## src/sem_map.svh

```systemverilog
// Register offsets, field positions and reset values of the socket event block.
`ifndef SEM_MAP_SVH
`define SEM_MAP_SVH
`define SEM_OFS_FLAGS 8'h00
`define SEM_OFS_IRQ_EN 8'h04
`define SEM_BIT_CSTS 0
`define SEM_BIT_CD1 1
`define SEM_BIT_CD2 2
`define SEM_BIT_PWR 3
`define SEM_NBITS 4
`define SEM_RST_FLAGS 4'h0
`define SEM_RST_IRQ_EN 4'h0
`define SEM_ZERO_HI 28'h0000000
`endif

```

## src/sem_pkg.sv

```systemverilog
// Types shared by the socket event block.
package sem_pkg;
  typedef logic [3:0] sem_bits_t;
  typedef logic [31:0] sem_word_t;
  typedef logic [7:0] sem_addr_t;
endpackage

```

## src/sem_top.sv

```systemverilog
// Socket status-change flags, interrupt mask and status-change interrupt.
// Notes on behaviour
// - Each flag records only that a change happened; a written 1 clears it.
// - Writing 1 to a force bit sets the matching flag like a real change.
// - Bus reset clears all flags where that reset applies to them.
// - After card reset, flag bits 2 to 0 set again at once if their status is still present.
// - Interrupt asserts while enabled and any unmasked flag is set.
// - Flag bit 3 sets when the socket power state changes.
// - Flag bit 2 sets when the second card-detect status changes.
// - Flag bit 1 sets when the first card-detect status changes.
// - Flag bit 0: rising edge for bus-mastering cards, both edges for 16-bit cards.
// - Bits 31 to 4 of both registers read as zero.
// - Mask bit 3 gates the power event interrupt; default 0.
// - Mask bits 2:1 gate card-detect interrupts; 11 enables, 00 blocks.
// - Mask bit 0 gates the card status interrupt; default 0.
// - Mask bits affect only the interrupt, never flag setting.
// - With power events enabled only global reset clears; else bus reset too.
// - Both registers reset to zero.
`timescale 1ns/1ps
`include "sem_map.svh"
module sem_top (
  // Clock and global reset.
  input wire logic clk_sys,
  input wire logic reset_n,
  // Bus reset and power-management event enable.
  input wire logic bus_reset,
  input wire logic pme_enable,
  // Register access port.
  input wire sem_pkg::sem_addr_t reg_addr,
  input wire logic reg_wr,
  input wire logic reg_rd,
  input wire sem_pkg::sem_word_t reg_wdata,
  output sem_pkg::sem_word_t reg_rdata,
  // Force-event write strobe with its data.
  input wire logic force_wr,
  input wire sem_pkg::sem_bits_t force_bits,
  // Monitored socket status.
  input wire logic socket_power_state,
  input wire logic detect_one_state,
  input wire logic detect_two_state,
  input wire logic card_status_state,
  input wire logic card_is_16bit,
  input wire logic card_reset,
  // Interrupt enable and status-change interrupt.
  input wire logic irq_global_en,
  output logic status_change_interrupt
);
  import sem_pkg::*;

  sem_bits_t flags_q;
  sem_bits_t flags_d;
  sem_bits_t irq_en_q;
  sem_bits_t irq_en_d;
  sem_word_t rdata_q;
  sem_word_t rdata_d;
  logic irq_q;
  logic irq_d;
  logic card_reset_q;
  logic card_reset_d;
  sem_bits_t change;
  sem_bits_t set_req;
  sem_bits_t clr_req;
  sem_bits_t unmasked;
  logic soft_clear;
  logic reset_exit;

  // One change detector per monitored line.
  sem_edge u_pwr (
    .clk_sys(clk_sys), .reset_n(reset_n), .level(socket_power_state),
    .rise_only(1'b0), .change(change[`SEM_BIT_PWR]));
  sem_edge u_cd2 (
    .clk_sys(clk_sys), .reset_n(reset_n), .level(detect_two_state),
    .rise_only(1'b0), .change(change[`SEM_BIT_CD2]));
  sem_edge u_cd1 (
    .clk_sys(clk_sys), .reset_n(reset_n), .level(detect_one_state),
    .rise_only(1'b0), .change(change[`SEM_BIT_CD1]));
  sem_edge u_csts (
    .clk_sys(clk_sys), .reset_n(reset_n), .level(card_status_state),
    .rise_only(~card_is_16bit), .change(change[`SEM_BIT_CSTS]));

  // Bus reset clears state only when power-management events are off.
  assign soft_clear = bus_reset & ~pme_enable;
  assign reset_exit = card_reset_q & ~card_reset;

  always_comb begin
    card_reset_d = card_reset;
    set_req = change;
    if (force_wr) begin
      set_req = set_req | force_bits;
    end
    if (reset_exit) begin
      // Status still present after card reset is reported again.
      set_req[`SEM_BIT_CD1] = set_req[`SEM_BIT_CD1] | detect_one_state;
      set_req[`SEM_BIT_CD2] = set_req[`SEM_BIT_CD2] | detect_two_state;
      set_req[`SEM_BIT_CSTS] = set_req[`SEM_BIT_CSTS] | card_status_state;
    end
    clr_req = '0;
    if (reg_wr && reg_addr == `SEM_OFS_FLAGS) begin
      clr_req = reg_wdata[`SEM_NBITS-1:0];
    end
    if (soft_clear) begin
      flags_d = `SEM_RST_FLAGS;
    end else begin
      flags_d = (flags_q & ~clr_req) | set_req;
    end
  end

  always_comb begin
    irq_en_d = irq_en_q;
    if (soft_clear) begin
      irq_en_d = `SEM_RST_IRQ_EN;
    end else if (reg_wr && reg_addr == `SEM_OFS_IRQ_EN) begin
      irq_en_d = reg_wdata[`SEM_NBITS-1:0];
    end
  end

  always_comb begin
    rdata_d = rdata_q;
    if (reg_rd) begin
      unique case (reg_addr)
        `SEM_OFS_FLAGS: rdata_d = {`SEM_ZERO_HI, flags_q};
        `SEM_OFS_IRQ_EN: rdata_d = {`SEM_ZERO_HI, irq_en_q};
        default: rdata_d = '0;
      endcase
    end
  end

  // Card-detect events need both mask bits set; 01 and 10 act as blocked.
  always_comb begin
    unmasked[`SEM_BIT_PWR] = flags_q[`SEM_BIT_PWR] & irq_en_q[`SEM_BIT_PWR];
    unmasked[`SEM_BIT_CD2] = flags_q[`SEM_BIT_CD2] & irq_en_q[`SEM_BIT_CD2] & irq_en_q[`SEM_BIT_CD1];
    unmasked[`SEM_BIT_CD1] = flags_q[`SEM_BIT_CD1] & irq_en_q[`SEM_BIT_CD2] & irq_en_q[`SEM_BIT_CD1];
    unmasked[`SEM_BIT_CSTS] = flags_q[`SEM_BIT_CSTS] & irq_en_q[`SEM_BIT_CSTS];
    irq_d = irq_global_en & (|unmasked);
  end

  always_ff @(posedge clk_sys or negedge reset_n) begin
    if (!reset_n) begin
      flags_q <= `SEM_RST_FLAGS;
      irq_en_q <= `SEM_RST_IRQ_EN;
      rdata_q <= '0;
      irq_q <= 1'b0;
      card_reset_q <= 1'b0;
    end else begin
      flags_q <= flags_d;
      irq_en_q <= irq_en_d;
      rdata_q <= rdata_d;
      irq_q <= irq_d;
      card_reset_q <= card_reset_d;
    end
  end

  assign reg_rdata = rdata_q;
  assign status_change_interrupt = irq_q;
endmodule

```

## src/sem_edge.sv

```systemverilog
// Change detector for one monitored status line.
`timescale 1ns/1ps
module sem_edge (
  // Clock and reset.
  input wire logic clk_sys,
  input wire logic reset_n,
  // Monitored level and edge selection.
  input wire logic level,
  input wire logic rise_only,
  // One-cycle pulse when the level changes as selected.
  output logic change
);
  logic prev_q;
  logic prev_d;

  always_comb begin
    prev_d = level;
  end

  always_ff @(posedge clk_sys or negedge reset_n) begin
    if (!reset_n) begin
      prev_q <= 1'b0;
    end else begin
      prev_q <= prev_d;
    end
  end

  assign change = rise_only ? (level & ~prev_q) : (level ^ prev_q);
endmodule

```

## config.mk

```make
export PLATFORM = sky130hd
export DESIGN_NAME = sem_top
export DESIGN_NICKNAME = d
export VERILOG_FILES = /design/src/sem_pkg.sv /design/src/sem_top.sv /design/src/sem_edge.sv
export VERILOG_INCLUDE_DIRS = /design/src
export SDC_FILE = /design/constraint.sdc
export NUM_CORES = 1
export LEC_CHECK = 0
export BUFFER_PORTS_ARGS = -buffer_cell sky130_fd_sc_hd__buf_2
export CORE_ASPECT_RATIO = 0.5
export CORE_UTILIZATION = 38
export CTS_CLUSTER_SIZE = 16
export DETAILED_ROUTE_END_ITERATION = 16
export GPL_TIMING_DRIVEN = 1
export PLACE_DENSITY = 0.81
export SETUP_SLACK_MARGIN = 0.05
export SLEW_MARGIN = 30
export SYNTH_ARGS = -nofsm -noshare
export SYNTH_HDL_FRONTEND = slang
export SYNTH_SLANG_ARGS = --single-unit
```

## constraint.sdc

```tcl
create_clock -name clk_sys -period 1.5 [get_ports clk_sys]
set_clock_uncertainty 0.05 [all_clocks]
set_input_delay 0.15 -clock clk_sys [delete_from_list [all_inputs] [get_ports clk_sys]]
set_output_delay 0.15 -clock clk_sys [all_outputs]
set_load 0.01 [all_outputs]
```

==> results of run 1 <==
area by class of cell:
class / count / area [um^2]
clock buffers: 4 / 55.1
fillers: 260 / 1330
inverters: 10 / 37.5
multi-input cells: 82 / 485
flip-flops and latches: 18 / 450
well taps: 37 / 46.3
repair buffers: 46 / 275
logic make-up (layout without fill, tap and decap cells):
group	Yosys count	in the layout	share of synthesized area
other	1	28	0.00339
buffers and inverters	42	60	0.245
flip-flops	18	18	0.407
adder cells (fa/ha/maj)	1	1	0.0113
multiplexers	4	4	0.0362
XOR/XNOR	1	1	0.00792
AND/OR/NAND/NOR	21	21	0.113
AO/OA/AOI/OAI	27	27	0.175
state kept, by name (all words and copies together) (netlist names):
| signal | count |
|---|---|
| card_reset_q | 1 |
| flags_q | 4 |
| irq_en_q | 4 |
| reg_rdata | 4 |
| status_change_interrupt | 1 |
| u_cd1.prev_q | 1 |
| u_cd2.prev_q | 1 |
| u_csts.prev_q | 1 |
| u_pwr.prev_q | 1 |
cell usage in the layout (no fill, tap or decap), types with 3 or more instances in the layout:
cell | Yosys | routed
a21oi_1 | 6 | 6
buf_2 | 1 | 34
buf_4 | 28 | 6
clkbuf_8 | 0 | 4
conb_1 | 1 | 28
dfrtp_1 | 18 | 18
dlygate4sd3_1 | 0 | 6
inv_1 | 10 | 10
mux2i_1 | 4 | 4
nand2_1 | 8 | 8
nand4_1 | 4 | 4
o21ai_0 | 3 | 3
o22ai_1 | 4 | 4
o31ai_1 | 4 | 4
synthesized netlist by cell type, types with 2 or more instances:
cell type and count:
inv_1 10, nor4b_1 2, buf_4 28, buf_1 2, nand4_1 4, dfrtp_1 18
o41ai_2 2, nand2_1 8, a21oi_1 6, a31oi_1 2, nor2b_1 2, or2_2 2
o31ai_1 4, mux2i_1 4, o41ai_1 2, o22ai_1 4, o21ai_0 3
routing by layer:
layer | wire length, um | up-vias | track usage
li1 | - | 437 | -
met1 | 839 | 417 | 0.172
met2 | 1040 | 39 | 0.276
met3 | 166 | 3 | 0.0364
met4 | 18 | 0 | 0.0556
met5 | 0 | - | 0
worst max path at each step:
stage | cells after the start | slack [ns] | start | to
after floorplan | 4 | 0.12 | reg_addr[7] | flags_q[1]
after global placement | 5 | -0.04 | reg_addr[1] | flags_q[2]
after detailed placement | 4 | -0.07 | reg_addr[7] | flags_q[2]
after CTS | 5 | 0.19 | reg_addr[1] | flags_q[2]
after global routing | 6 | 0.10 | card_status_state | flags_q[0]
final | 5 | 0.18 | reg_addr[1] | flags_q[2]
stage by stage:
step	setup TNS (ns)	hold slack (ns)	utilization	instances
3_3_place_gp	-0.0823	0.0475	0.460	187
2_1_floorplan	0	-0.196	-	142
6_report	0	0.0876	0.503	197
3_5_place_dp	-0.0907	0.0460	0.460	187
5_1_grt	0	0.0846	0.503	197
4_1_cts	0	0.0815	0.503	197
power by group:
| part | switching, mW | internal (mW) |
|---|---|---|
| combinational | 0.100 | 0.0753 |
| sequential | 0.0128 | 0.503 |
| clock | 0.156 | 0.233 |
==> flow_summary.toml, run 1 <==
[run_status]
status = "finished clean"

[cells_and_area]
fin_nets = 220
fin_area_um2 = 1350
antennaDiodeCount = 0
drive_gt1_frac = 0.306
area_delta_synth_final_pct = 22.1

[pwr]
peakVddDrop_mv = 0.289
power_density_nw_per_um2 = 801
power.total_mw = 1.08
leakagePower_nw = 0.684

[critical_path]
r2r-start = "u_csts.prev_q"
r2r_cells = 5
r2r_slack_ns = 0.41
crit_chain = "buf_2 > or4b_1 > buf_4 > o41ai_1 > a31oi_1"
required_ns = 1.56
cp_top_family = "simple AND/OR/NAND/NOR gates"
slowest_stage = "or4b_1"
cp_slowest_stage_delay_ns = 0.52
path_max_fanout = 8
r2r-end = "flags_q[0]"
cp-end-kind = "register"
cp-start-kind = "input pin"
path_buf_inv = 2
path_class = "in2reg"
arrival_ns = 1.38

[yosys]
syn_avg_cell_area_um2 = 9.62
synth_edf_count = 0
synth_area_um2 = 1110
synth_area_leader_cell = "dfrtp_1"
ys_seq_area_frac = 0.407
ys_seq_elements = 18
synth-async-reset-ratio = 1.00
ys_types = 29
synth_top_area_frac = 0.407
yosysWarningCount = 0
synthTopCellsByArea = "dfrtp_1 (41%), buf_4 (19%), mux2i_1 (3.6%)"
synth_ff_type = "dfrtp_1"
synthCells = 115

[cts]
clk_pin_slew_worst_paths_ns = 0.07
clk_latency_ns = 0.26
cts_buffers = 3
post_cts_buffers = 0
hold_buffers = 6
cts.sink_count = 18
cts_max_level = 1
clockBufferDepth = 2
cts_tree = "done"
ctsResizeCount = 0
cts-root-buf = "clkbuf_8"

[routing]
drt_iter0_markers = 32
dr.pass1.iters = 4
antenna_left = 0
vias_per_cell = 4.55
routedWlPerCell_um = 10.5
vias = 896
remaining_drc_errors = 0
wl_mm = 2.06

[die]
pin_count = 91
die_w_um = 78.3
core_um2 = 2680
initial_core_util = 0.412
die_h_um = 40.2
dieArea_um2 = 3140
std_cell_rows = 13

[sta]
rsz0062_at_grt = "false"
max_freq_mhz = 759
worstMarginPinSlew_ns = 0.550
finalSetupViolations = 0
max_slew_margin = 0.632
min_period_ns = 1.32
setup_slack_ns = 0.183
hold_viol = 0
min_period_over_period = 0.878
finalMaxSlewViolations = 0

[placement]
pre_cts_ws_ns = -0.0686
routabilityCongestion = 0.804
dpl-instance-area_um2 = 1230
portBuffers = 34
hpwlAfterDp_mm = 1.63

[global_route]
grt_pass1_wl_mm = 3.39
overflow = 0
grt_max_degree = 19
grt_pass1_vias = 755
grt_usage = 0.147
antenna_found_initial = 0

[worst_hold_path]
hp-start = "irq_global_en"
hold_depth = 2
hp-class = "in2reg"
whs_endpoint = "status_change_interrupt"

[run]
cap_violations = 0
Power figures use the tool's default switching activity.
==> run 2, diff against run 1 <==
- CORE_UTILIZATION: 38 -> 39
- PLACE_DENSITY: 0.81 -> 0.82
- SYNTH_HIERARCHICAL: unset -> 1
==> flow_summary.toml, run 2 <==
[routing]
antenna_left = 0
routedWlPerCell_um = 10.6
drt_iter0_markers = 67
vias_per_cell = 4.37
dr.pass1.iters = 4
remaining_drc_errors = 0
vias = 888
wl_mm = 2.16

[cells_and_area]
drive_gt1_frac = 0.265
area_delta_synth_final_pct = 21.8
nFillCells = 240
final_cell_mix = "conb_1 (34), buf_2 (34), dfrtp_1 (18)"
fin_nets = 229
fin_cells = 203
antennaDiodeCount = 0

[placement]
routabilityCongestion = 0.828
portBuffers = 34
hpwlAfterDp_mm = 1.62
dp.cells = 193

[yosys]
synth_compound_area_frac = 0.136
synth.mux.area_fraction = 0.0707
synthAdderAreaFrac = 0.0442
synth-async-reset-ratio = 1.00
synthCells = 119
synth_top_area_frac = 0.398
yosysWarningCount = 6
synth-simple-area-share = 0.0994
synth_common_cells = "buf_4 (28), dfrtp_1 (18), inv_1 (14), nand2_1 (12), mux2i_1 (8)"
ys_types = 22
synthTopCellsByArea = "dfrtp_1 (40%), buf_4 (19%), mux2i_1 (7.1%)"
synth.most_common_cell = "buf_4"
ys_seq_elements = 18
synth_area_leader_cell = "dfrtp_1"
synth_area_um2 = 1130
syn_avg_cell_area_um2 = 9.52
synth_ff_type = "dfrtp_1"
ys_seq_area_frac = 0.398
synth_edf_count = 0
synth_xor_area_frac = 0
synth_top_family_by_area = "buffers and inverters"

[critical_path]
cp-start-kind = "input pin"
path_max_fanout = 3
arrival_ns = 1.46
path_class = "in2reg"
cp-end-kind = "register"
required_ns = 1.58

[sta]
hold_viol = 0
finalSetupViolations = 0
tns_ns = 0
min_period_over_period = 0.917
rsz0062_at_grt = "true"
max_freq_mhz = 727
finalMaxSlewViolations = 0
min_period_ns = 1.38

[global_route]
grt_usage = 0.148
antenna_found_initial = 0
grt_max_degree = 19
grt_pass1_vias = 795
overflow = 0
grt_pass1_wl_mm = 3.37

[die]
dieArea_um2 = 3140
die_w_um = 78.2
initial_core_util = 0.424
die_h_um = 40.1
std_cell_rows = 13
core_um2 = 2670
pin_count = 91

[pwr]
peakVddDrop_mv = 0.325
power_density_nw_per_um2 = 799
leakagePower_nw = 0.728

[cts]
clockBufferDepth = 2
cts_max_level = 1
clk_latency_ns = 0.26
cts.sink_count = 18
cts-root-buf = "clkbuf_8"
cts_tree = "done"
post_cts_buffers = 0
clk_pin_slew_worst_paths_ns = 0.07
cts_buffers = 3

[worst_hold_path]
hp-class = "in2reg"

[run_status]
status = "finished clean"

[run]
cap_violations = 0
==> run 2: per-stage QoR <==
stage | instance area, um^2 | setup slack, ns | utilization | hold WS, ns | total power, mW
after floorplan | 1260 | -0.0237 | - | -0.196 | 0.677
after global placement | 1250 | -0.0896 | 0.469 | 0.0441 | 0.685
after detailed placement | 1250 | -0.110 | 0.469 | 0.0619 | 0.692
after CTS | 1370 | 0.0783 | 0.512 | 0.0801 | 1.11
after global routing | 1380 | 0.0419 | 0.517 | 0.0864 | 1.16
final | 1380 | 0.124 | 0.517 | 0.0807 | 1.10
==> run 2: layer usage <==
metal | part of all wire | GRT usage | routed length [um] | up-vias
li1 | - | - | - | 437
met1 | 0.38 | 0.158 | 818 | 404
met2 | 0.53 | 0.287 | 1150 | 43
met3 | 0.068 | 0.0409 | 147 | 4
met4 | 0.019 | 0.0833 | 41 | 0
met5 | 0 | 0 | 0 | -
==> run 2: final timing paths <==
kind / slack (ns) / startpoint / to / cells past startpoint
min in group asynchronous: 0.31 / reset_n / u_cd1/prev_q / 2
max in group asynchronous: 0.80 / reset_n / irq_en_q[0] / 2
setup reg to reg: 0.32 / u_csts/prev_q / flags_q[0] / 5
setup / recovery: 0.12 / card_status_state / flags_q[0] / 6
hold reg to reg: 0.48 / reg_rdata[2] / reg_rdata[2] / 2
hold / removal: 0.08 / reg_rd / reg_rdata[3] / 2
==> run 2: final cells by class <==
| cell class | count | area [um^2] | area share |
|---|---|---|---|
| Sequential cell | 18 | 450 | 0.327 |
| Inverter | 14 | 52.6 | 0.0381 |
| Tap cell | 37 | 46.3 | 0.0336 |
| Clock buffer | 4 | 55.1 | 0.0399 |
| Timing Repair Buffer | 41 | 238 | 0.172 |
| Multi-Input combinational cell | 89 | 537 | 0.389 |
==> run 2: repair_timing <==
item	CTS	global route
resized for setup	0	2
hold buffers	6	0
endpoints found under the setup margin	0	2
endpoints found under the hold margin	23	0
==> run 2: logic make-up after synthesis <==
| group | Yosys count |
|---|---|
| other cells | 1 |
| simple gates | 20 |
| mux | 8 |
| compound gates | 23 |
| buf+inv | 45 |
| fa+ha+maj | 4 |
| flops | 18 |
==> run 2: critical path, cell delays in order <==
cell and delay, ns:
dlygate4sd3_1 0.52, buf_2 0.14, ha_1 0.27, o21ai_1 0.06, a221oi_1 0.22, a21oi_1 0.10
==> run 2: power by group <==
part           switching (mW)  total [mW]  internal, mW
clock network           0.167       0.400         0.234
logic                   0.107       0.184        0.0770
registers              0.0133       0.518         0.505
total                   0.286        1.10         0.815
